**config.mk**
```make
export PLATFORM = sky130hd
export DESIGN_NAME = cpu_clock_mode_select
export DESIGN_NICKNAME = d
export VERILOG_FILES = /design/src/rtl/clock_mode_pkg.sv /design/src/rtl/edge_pulse.sv /design/src/rtl/cpu_clock_mode_select.sv
export SDC_FILE = /design/constraint.sdc
export NUM_CORES = 1
export LEC_CHECK = 0
export ABC_AREA = 1
export BUFFER_PORTS_ARGS = -buffer_cell sky130_fd_sc_hd__buf_2
export CAP_MARGIN = 0
export CORE_AREA = 5 5 166 104
export DETAILED_ROUTE_END_ITERATION = 10
export DIE_AREA = 0 0 171 109
export PLACE_DENSITY = 0.56
export SETUP_SLACK_MARGIN = 0.3
export SLEW_MARGIN = 25
export SYNTH_ARGS = -nofsm -noshare
export SYNTH_HDL_FRONTEND = slang
export SYNTH_HIERARCHICAL = 1
export SYNTH_SLANG_ARGS = --single-unit
```
**constraint.sdc**
```tcl
create_clock -name ref_clk -period 4.7 [get_ports ref_clk]
set_input_delay 0.235 -clock ref_clk [delete_from_list [all_inputs] [get_ports ref_clk]]
set_output_delay 0.235 -clock ref_clk [all_outputs]
set_load 0.005 [all_outputs]
```
**src/rtl/clock_mode_pkg.sv**
```systemverilog
`default_nettype none

package clock_mode_pkg;

    // ------------------------------------------------------------------
    // latch and mode field layout
    // ------------------------------------------------------------------
    localparam int              LATCH_W     = 8;
    localparam int              MODE_W      = 3;
    localparam int              MODE_MSB    = 7;
    localparam int              MODE_LSB    = 5;
    localparam logic [7:0]      LATCH_RESET = 8'hE0;   // mode 111, factor 4
    localparam logic [7:0]      INVERT_MASK = 8'h80;   // top pin in emulation

    // ------------------------------------------------------------------
    // clock mode codes
    // ------------------------------------------------------------------
    localparam logic [2:0]      MODE_X4       = 3'h7;
    localparam logic [2:0]      MODE_X3       = 3'h6;
    localparam logic [2:0]      MODE_X2       = 3'h5;
    localparam logic [2:0]      MODE_X5       = 3'h4;
    localparam logic [2:0]      MODE_DIRECT   = 3'h3;
    localparam logic [2:0]      MODE_X1P5     = 3'h2;
    localparam logic [2:0]      MODE_PRESCALE = 3'h1;
    localparam logic [2:0]      MODE_X2P5     = 3'h0;

    // ------------------------------------------------------------------
    // pll windows: oscillator transitions per resync, cpu edges per window
    // ------------------------------------------------------------------
    localparam int              WIN_W   = 4;
    localparam int              EDGE_W  = 5;
    localparam logic [3:0]      WIN_X4  = 4'h4;
    localparam logic [3:0]      WIN_X3  = 4'h3;
    localparam logic [3:0]      WIN_X2  = 4'h2;
    localparam logic [3:0]      WIN_X5  = 4'h5;
    localparam logic [3:0]      WIN_HALF = 4'h2;       // for 1.5 and 2.5
    localparam logic [4:0]      EDGES_X4   = 5'h10;
    localparam logic [4:0]      EDGES_X3   = 5'h09;
    localparam logic [4:0]      EDGES_X2   = 5'h04;
    localparam logic [4:0]      EDGES_X5   = 5'h19;
    localparam logic [4:0]      EDGES_X1P5 = 5'h03;
    localparam logic [4:0]      EDGES_X2P5 = 5'h05;

    // ------------------------------------------------------------------
    // pll counters
    // ------------------------------------------------------------------
    localparam int              CNT_W    = 12;
    localparam int              ACC_W    = 13;
    localparam logic [11:0]     LEN_INIT = 12'h050;
    localparam logic [11:0]     LEN_STEP = 12'h001;
    localparam logic [11:0]     CNT_MAX  = 12'hFFF;

    typedef enum logic [1:0] {
        GEN_PLL,
        GEN_PRESCALE,
        GEN_DIRECT
    } gen_e;

endpackage

`default_nettype wire

```
**src/rtl/edge_pulse.sv**
```systemverilog
`timescale 1ns/100ps
`default_nettype none

module edge_pulse (
    input  wire logic ref_clk,
    input  wire logic reset,
    input  wire logic level_in,
    output logic      level_q,
    output logic      rise_q,
    output logic      fall_q,
    output logic      edge_q
);

    // ------------------------------------------------------------------
    // registered level and one-cycle edge pulses
    // ------------------------------------------------------------------
    always_ff @(posedge ref_clk) begin
        if (reset) begin
            level_q <= 1'b0;
            rise_q  <= 1'b0;
            fall_q  <= 1'b0;
            edge_q  <= 1'b0;
        end else begin
            level_q <= level_in;
            rise_q  <= level_in & ~level_q;
            fall_q  <= ~level_in & level_q;
            edge_q  <= level_in ^ level_q;
        end
    end

endmodule // edge_pulse

`default_nettype wire

```
**src/rtl/cpu_clock_mode_select.sv**
```systemverilog
`timescale 1ns/100ps
`default_nettype none

module cpu_clock_mode_select
    import clock_mode_pkg::*;
(
    input  wire logic         ref_clk,
    input  wire logic         reset,
    input  wire logic         osc_in,
    input  wire logic         long_reset,
    input  wire logic [7:0]   port0_upper_byte,
    input  wire logic         emulation_mode,
    input  wire logic         emulation_hold_mode,
    input  wire logic         reload_strobe,
    input  wire logic [7:0]   reset_control_upper,
    output logic [7:0]        reset_config_latch_q,
    output logic [2:0]        clock_mode_q,
    output var gen_e          gen_mode_q,
    output logic              pll_enable_q,
    output logic              pll_resync_q,
    output logic              cpu_clk_q,
    output logic              cpu_rise_q,
    output logic              cpu_fall_q,
    output logic              cpu_step_q
);

    // ------------------------------------------------------------------
    // signals
    // ------------------------------------------------------------------
    logic [2:0]       mode_field;
    logic             invert_top;
    logic [7:0]       captured;
    logic             restart;
    gen_e             gen_d;
    logic [3:0]       win_d;
    logic [4:0]       edges_d;
    logic [3:0]       win_q;
    logic [4:0]       edges_q;
    logic             osc_level;
    logic             osc_rise;
    logic             osc_edge;
    logic [3:0]       trans_cnt_q;
    logic [11:0]      win_cyc_q;
    logic [11:0]      measured;
    logic             sync_now;
    logic [11:0]      len_q;
    logic [12:0]      acc_q;
    logic [12:0]      acc_sum;
    logic             nco_tick;

    assign mode_field = reset_config_latch_q[MODE_MSB:MODE_LSB];
    assign invert_top = emulation_mode | emulation_hold_mode;
    assign captured   = invert_top ? (port0_upper_byte ^ INVERT_MASK)
                                   : port0_upper_byte;
    assign restart    = (mode_field != clock_mode_q);

    // ------------------------------------------------------------------
    // reset configuration latch
    // ------------------------------------------------------------------
    // capture beats reload so the pins always win during a long reset
    always_ff @(posedge ref_clk) begin
        if (reset) begin
            reset_config_latch_q <= LATCH_RESET;
        end else if (long_reset) begin
            reset_config_latch_q <= captured;
        end else if (reload_strobe) begin
            reset_config_latch_q <= reset_control_upper;
        end
    end

    // ------------------------------------------------------------------
    // mode decode
    // ------------------------------------------------------------------
    always_comb begin
        gen_d   = GEN_PLL;
        win_d   = WIN_X4;
        edges_d = EDGES_X4;
        case (mode_field)
            MODE_X4: begin
                win_d   = WIN_X4;
                edges_d = EDGES_X4;
            end
            MODE_X3: begin
                win_d   = WIN_X3;
                edges_d = EDGES_X3;
            end
            MODE_X2: begin
                win_d   = WIN_X2;
                edges_d = EDGES_X2;
            end
            MODE_X5: begin
                win_d   = WIN_X5;
                edges_d = EDGES_X5;
            end
            // fractional factors need two transitions per resync window
            MODE_X1P5: begin
                win_d   = WIN_HALF;
                edges_d = EDGES_X1P5;
            end
            MODE_X2P5: begin
                win_d   = WIN_HALF;
                edges_d = EDGES_X2P5;
            end
            MODE_PRESCALE: begin
                gen_d = GEN_PRESCALE;
            end
            MODE_DIRECT: begin
                gen_d = GEN_DIRECT;
            end
            default: begin
                gen_d = GEN_PLL;
            end
        endcase
    end

    // registered copy of the field; only follows the latch
    always_ff @(posedge ref_clk) begin
        if (reset) begin
            clock_mode_q <= LATCH_RESET[MODE_MSB:MODE_LSB];
            gen_mode_q   <= GEN_PLL;
            pll_enable_q <= 1'b1;
            win_q        <= WIN_X4;
            edges_q      <= EDGES_X4;
        end else begin
            clock_mode_q <= mode_field;
            gen_mode_q   <= gen_d;
            pll_enable_q <= (gen_d == GEN_PLL);
            win_q        <= win_d;
            edges_q      <= edges_d;
        end
    end

    // ------------------------------------------------------------------
    // oscillator edges
    // ------------------------------------------------------------------
    edge_pulse osc_edges (
        .ref_clk  (ref_clk),
        .reset    (reset),
        .level_in (osc_in),
        .level_q  (osc_level),
        .rise_q   (osc_rise),
        .fall_q   (),
        .edge_q   (osc_edge)
    );

    // ------------------------------------------------------------------
    // pll window measurement
    // ------------------------------------------------------------------
    // the window closes on the win_q-th oscillator transition
    assign sync_now = pll_enable_q & osc_edge & (trans_cnt_q == (win_q - 4'h1));
    assign measured = (win_cyc_q == CNT_MAX) ? CNT_MAX : win_cyc_q + LEN_STEP;

    always_ff @(posedge ref_clk) begin
        if (reset || restart || !pll_enable_q) begin
            trans_cnt_q  <= '0;
            win_cyc_q    <= '0;
            pll_resync_q <= 1'b0;
        end else begin
            pll_resync_q <= sync_now;
            if (sync_now) begin
                trans_cnt_q <= '0;
                win_cyc_q   <= '0;
            end else begin
                if (osc_edge) begin
                    trans_cnt_q <= trans_cnt_q + 4'h1;
                end
                if (win_cyc_q != CNT_MAX) begin
                    win_cyc_q <= win_cyc_q + LEN_STEP;
                end
            end
        end
    end

    // window length moves one step per resync, never a jump
    always_ff @(posedge ref_clk) begin
        if (reset) begin
            len_q <= LEN_INIT;
        end else if (sync_now && !restart) begin
            if (measured > len_q) begin
                len_q <= len_q + LEN_STEP;
            end else if (measured < len_q) begin
                len_q <= len_q - LEN_STEP;
            end
        end
    end

    // ------------------------------------------------------------------
    // numerically controlled edge generator
    // ------------------------------------------------------------------
    // edges_q cpu edges spread evenly over len_q reference cycles
    assign acc_sum  = acc_q + {8'h00, edges_q};
    assign nco_tick = pll_enable_q & !restart & (acc_sum >= {1'b0, len_q});

    always_ff @(posedge ref_clk) begin
        if (reset || restart || !pll_enable_q) begin
            acc_q <= '0;
        end else if (nco_tick) begin
            acc_q <= acc_sum - {1'b0, len_q};
        end else begin
            acc_q <= acc_sum;
        end
    end

    // ------------------------------------------------------------------
    // cpu clock
    // ------------------------------------------------------------------
    always_ff @(posedge ref_clk) begin
        if (reset) begin
            cpu_clk_q <= 1'b0;
        end else begin
            case (gen_mode_q)
                GEN_PLL: begin
                    if (nco_tick) begin
                        cpu_clk_q <= ~cpu_clk_q;
                    end
                end
                GEN_PRESCALE: begin
                    if (osc_rise) begin
                        cpu_clk_q <= ~cpu_clk_q;
                    end
                end
                GEN_DIRECT: begin
                    cpu_clk_q <= osc_level;
                end
                default: begin
                    cpu_clk_q <= cpu_clk_q;
                end
            endcase
        end
    end

    // both edges give timing steps to the rest of the core
    edge_pulse cpu_edges (
        .ref_clk  (ref_clk),
        .reset    (reset),
        .level_in (cpu_clk_q),
        .level_q  (),
        .rise_q   (cpu_rise_q),
        .fall_q   (cpu_fall_q),
        .edge_q   (cpu_step_q)
    );
endmodule // cpu_clock_mode_select

`default_nettype wire

```
==> key figures <==
Power
  • Pwr/cell area: about 280 mW/mm^2
  • Sw Ratio: about 27%
  • Leak: 0.00260 uW
  • Clk pwr share: a little under half
  • Sw Pwr: just over 400 uW
  • VDD IR max: between 0.00015 and 0.0002 V
  • Reg power frac: between 40% and 50%
  • Comb pwr share: 11.6%
  • Internal power: between 1000 and 1500 uW

Clock tree
  • Post-CTS setup repair buffer count: 0
  • Clock transition at path regs: about 0.060 ns
  • Clock Latency Late Sink: approximately 0.34 ns
  • TritonCTS Buffers: 9
  • CTS tree: built
  • Root Driver: clkbuf_16
  • Htree depth: 3
  • Clock Sinks: between 70 and 80
  • CTS Buffer Depth: 2

Route
  • Detailed Route Iter0 Violations: 223
  • First drt pass iteration count: 5
  • Remaining antenna violation count: 0
  • Post-route DRC: 0
  • Via count: approximately 4100
  • Vias per Instance: about 4.5
  • Total Wirelength: 11.4 mm
  • WL/cell: between 10 and 15 um

Place
  • Placer Congestion: around 0.81
  • Dpl hpwl: 9.08 mm
  • Buffers on Ports: between 40 and 50

Global route
  • Vias in the first global route: between 3000 and 4000
  • Global-route wire length before repair: between 15 and 20 mm
  • Tot GR Track Use: about an eighth
  • Gr ovfl total: 0
  • Largest net degree at the start of global routing: 21
  • Initial antenna violation count: 0

Timing
  • Max frequency: between 200 and 300 MHz
  • Post-route setup TNS: 0 ns
  • Slew of the pin with the lowest slew margin: a little under 0.5 ns
  • Final setup viols: 0
  • Slew Limit Headroom: between 60% and 70%
  • Worst Skew: about 0.0071 ns
  • Minimum clock period: 3.86 ns
  • Final slew viol count: 0
  • Final Hold Fails: 0
  • Final Cycle Share: between 80% and 90%
  • RSZ-0062 raised after global routing: false

Critical path
  • CP peak stage delay: between 0.3 and 0.4 ns
  • Critical Path AT: about 4.1 ns
  • Setup CP Type: flop to flop
  • Crit. End Element: flop
  • Critical path required time: 4.94 ns
  • Slowest stage cell, crit path: dfxtp_1
  • Worst path cell trace: ha_1, nand3_2, nor2_2, nand4_1, nor2_1, inv_1, nand2_1, nand2_1, ha_1, nand4_1, nor2_1, nand2_1, nand3_1, nand2_4, ha_1, inv_1, o21ai_0, a21boi_0, nand3_1, nand3b_1, nand3_1, nand2_1, inv_1, nor2_1
  • Crit start category: flop
  • Highest net fanout along the worst path: 12
  • Cell mode on critical path: nand2_1

Cells and area
  • Ant diodes: 0
  • Layout cell share with drive strength beyond 1: roughly an eighth
  • Nets: 775
  • Final Util: between 30% and 40%
  • P&R area growth vs syn: 15.1%

Floorplanning
  • I/O pin cnt: 42
  • Die area: between 0.015 and 0.02 sq mm
  • Placeable Area: approximately 0.016 sq mm
  • Initial core utilization: around 30%
  • Die Wd: 171 um
  • Die Span Y: ~110 um
  • Num rows: 36

Synth
  • Mapped Nets: 733
  • Synth warn: 6
  • Cell Area, Synth: between 0.004 and 0.005 sq mm
  • Mapped Cells: around 660
  • Avg Inst Size Synth: 7.15 sq um

Flow run
  • Maxcap violations: 0

Min path
  • Worst Hold Class: primary input to flop

Run status
  • Outcome: finished, final reports clean
-- critical path, delay by kind of cell, from the launching register on --
kind / cells / cell delay (ns)
AO/OA/AOI/OAI: 2 / 0.31
adder cells (fa/ha/maj): 3 / 0.82
buffers and inverters: 3 / 0.28
flip-flops: 1 / 0.38
AND/OR/NAND/NOR: 16 / 1.95
-- placed cells by master (no fill, tap or decap), drive strengths merged --
| master | count |
|---|---|
| xnor2 | 16 |
| nand2 | 144 |
| a21o | 2 |
| ha | 49 |
| nand4 | 9 |
| nand3b | 1 |
| clkbuf | 9 |
| bufinv | 1 |
| a21oi | 55 |
| fa | 3 |
| a21boi | 1 |
| or2 | 5 |
| dfxtp | 71 |
| mux2i | 1 |
| o211ai | 2 |
| nand3 | 40 |
| o21bai | 1 |
| o22ai | 2 |
| a31oi | 3 |
| inv | 95 |
| buf | 42 |
| xor2 | 26 |
| nor2 | 70 |
| o21ai | 35 |
| nor3b | 1 |
| clkinvlp | 2 |
| nor4 | 3 |
| clkinv | 1 |
| nor3 | 15 |
-- final timing paths --
kind	startpoint	end	slack [ns]	depth (start not counted)
hold / removal	reset_control_upper[7]	reset_config_latch_q[7]$_SDFFE_PP1P_	0.11	3
hold reg to reg	trans_cnt_q[2]$_SDFFE_PP0P_	trans_cnt_q[2]$_SDFFE_PP0P_	0.51	2
setup / recovery	win_cyc_q[0]$_SDFFE_PP0P_	len_q[11]$_SDFFE_PP0P_	0.84	24
setup reg to reg	win_cyc_q[0]$_SDFFE_PP0P_	len_q[11]$_SDFFE_PP0P_	0.84	24
-- per-stage QoR --
stage          instances  hold slack, ns  power (uW)  setup slack [ns]  area, sq um
2_1_floorplan        658           0.302         774              1.07         4710
3_3_place_gp         898           0.469         827             0.573         5100
3_5_place_dp         898           0.472         826             0.549         5100
4_1_cts              914           0.117        1530             0.488         5400
5_1_grt              914           0.140        1590             0.314         5420
6_report             914           0.115        1520             0.841         5420
-- metal layers --
| metal | GRT usage [%] | wire length [um] |
|---|---|---|
| met1 | 20.7 | 6590 |
| met2 | 17.2 | 4120 |
| met3 | 2.50 | 568 |
| met4 | 3.56 | 118 |
| met5 | 0 | 0 |
-- power by group through the flow --
stage / logic [uW] / clock network, uW / registers [uW]
2_1_floorplan: 126 / 0 / 648
3_3_place_gp: 175 / 0 / 651
3_5_place_dp: 175 / 0 / 651
4_1_cts: 177 / 718 / 638
5_1_grt: 203 / 749 / 641
6_report: 177 / 707 / 638
-- what timing repair did --
item | CTS | global route
endpoints found under the setup margin | 0 | 8
resized for setup | 0 | 5
hold buffers | 0 | 0
-- registers in the layout, indices dropped and copies added (netlist names) --
register	cells
osc_edges/rise_q	1
cpu_edges/fall_q	1
clock_mode_q	3
osc_edges/level_q	1
acc_q	13
cpu_edges/edge_q	1
edges_q	5
len_q	12
win_q	2
pll_enable_q	1
reset_config_latch_q	8
trans_cnt_q	4
win_cyc_q	12
cpu_edges/level_q	1
cpu_clk_q	1
osc_edges/edge_q	1
gen_mode_q	2
cpu_edges/rise_q	1
pll_resync_q	1
-- cell type report --
cell class | instances | area [sq um]
fillers | 1701 | 10300
multi-input cells | 484 | 2870
flip-flops and latches | 71 | 1420
inverters | 92 | 345
well taps | 209 | 262
clock buffers | 9 | 225
repair buffers | 42 | 213
clock inverters | 7 | 80.1
Note: power is estimated with default switching activity, not from simulation.
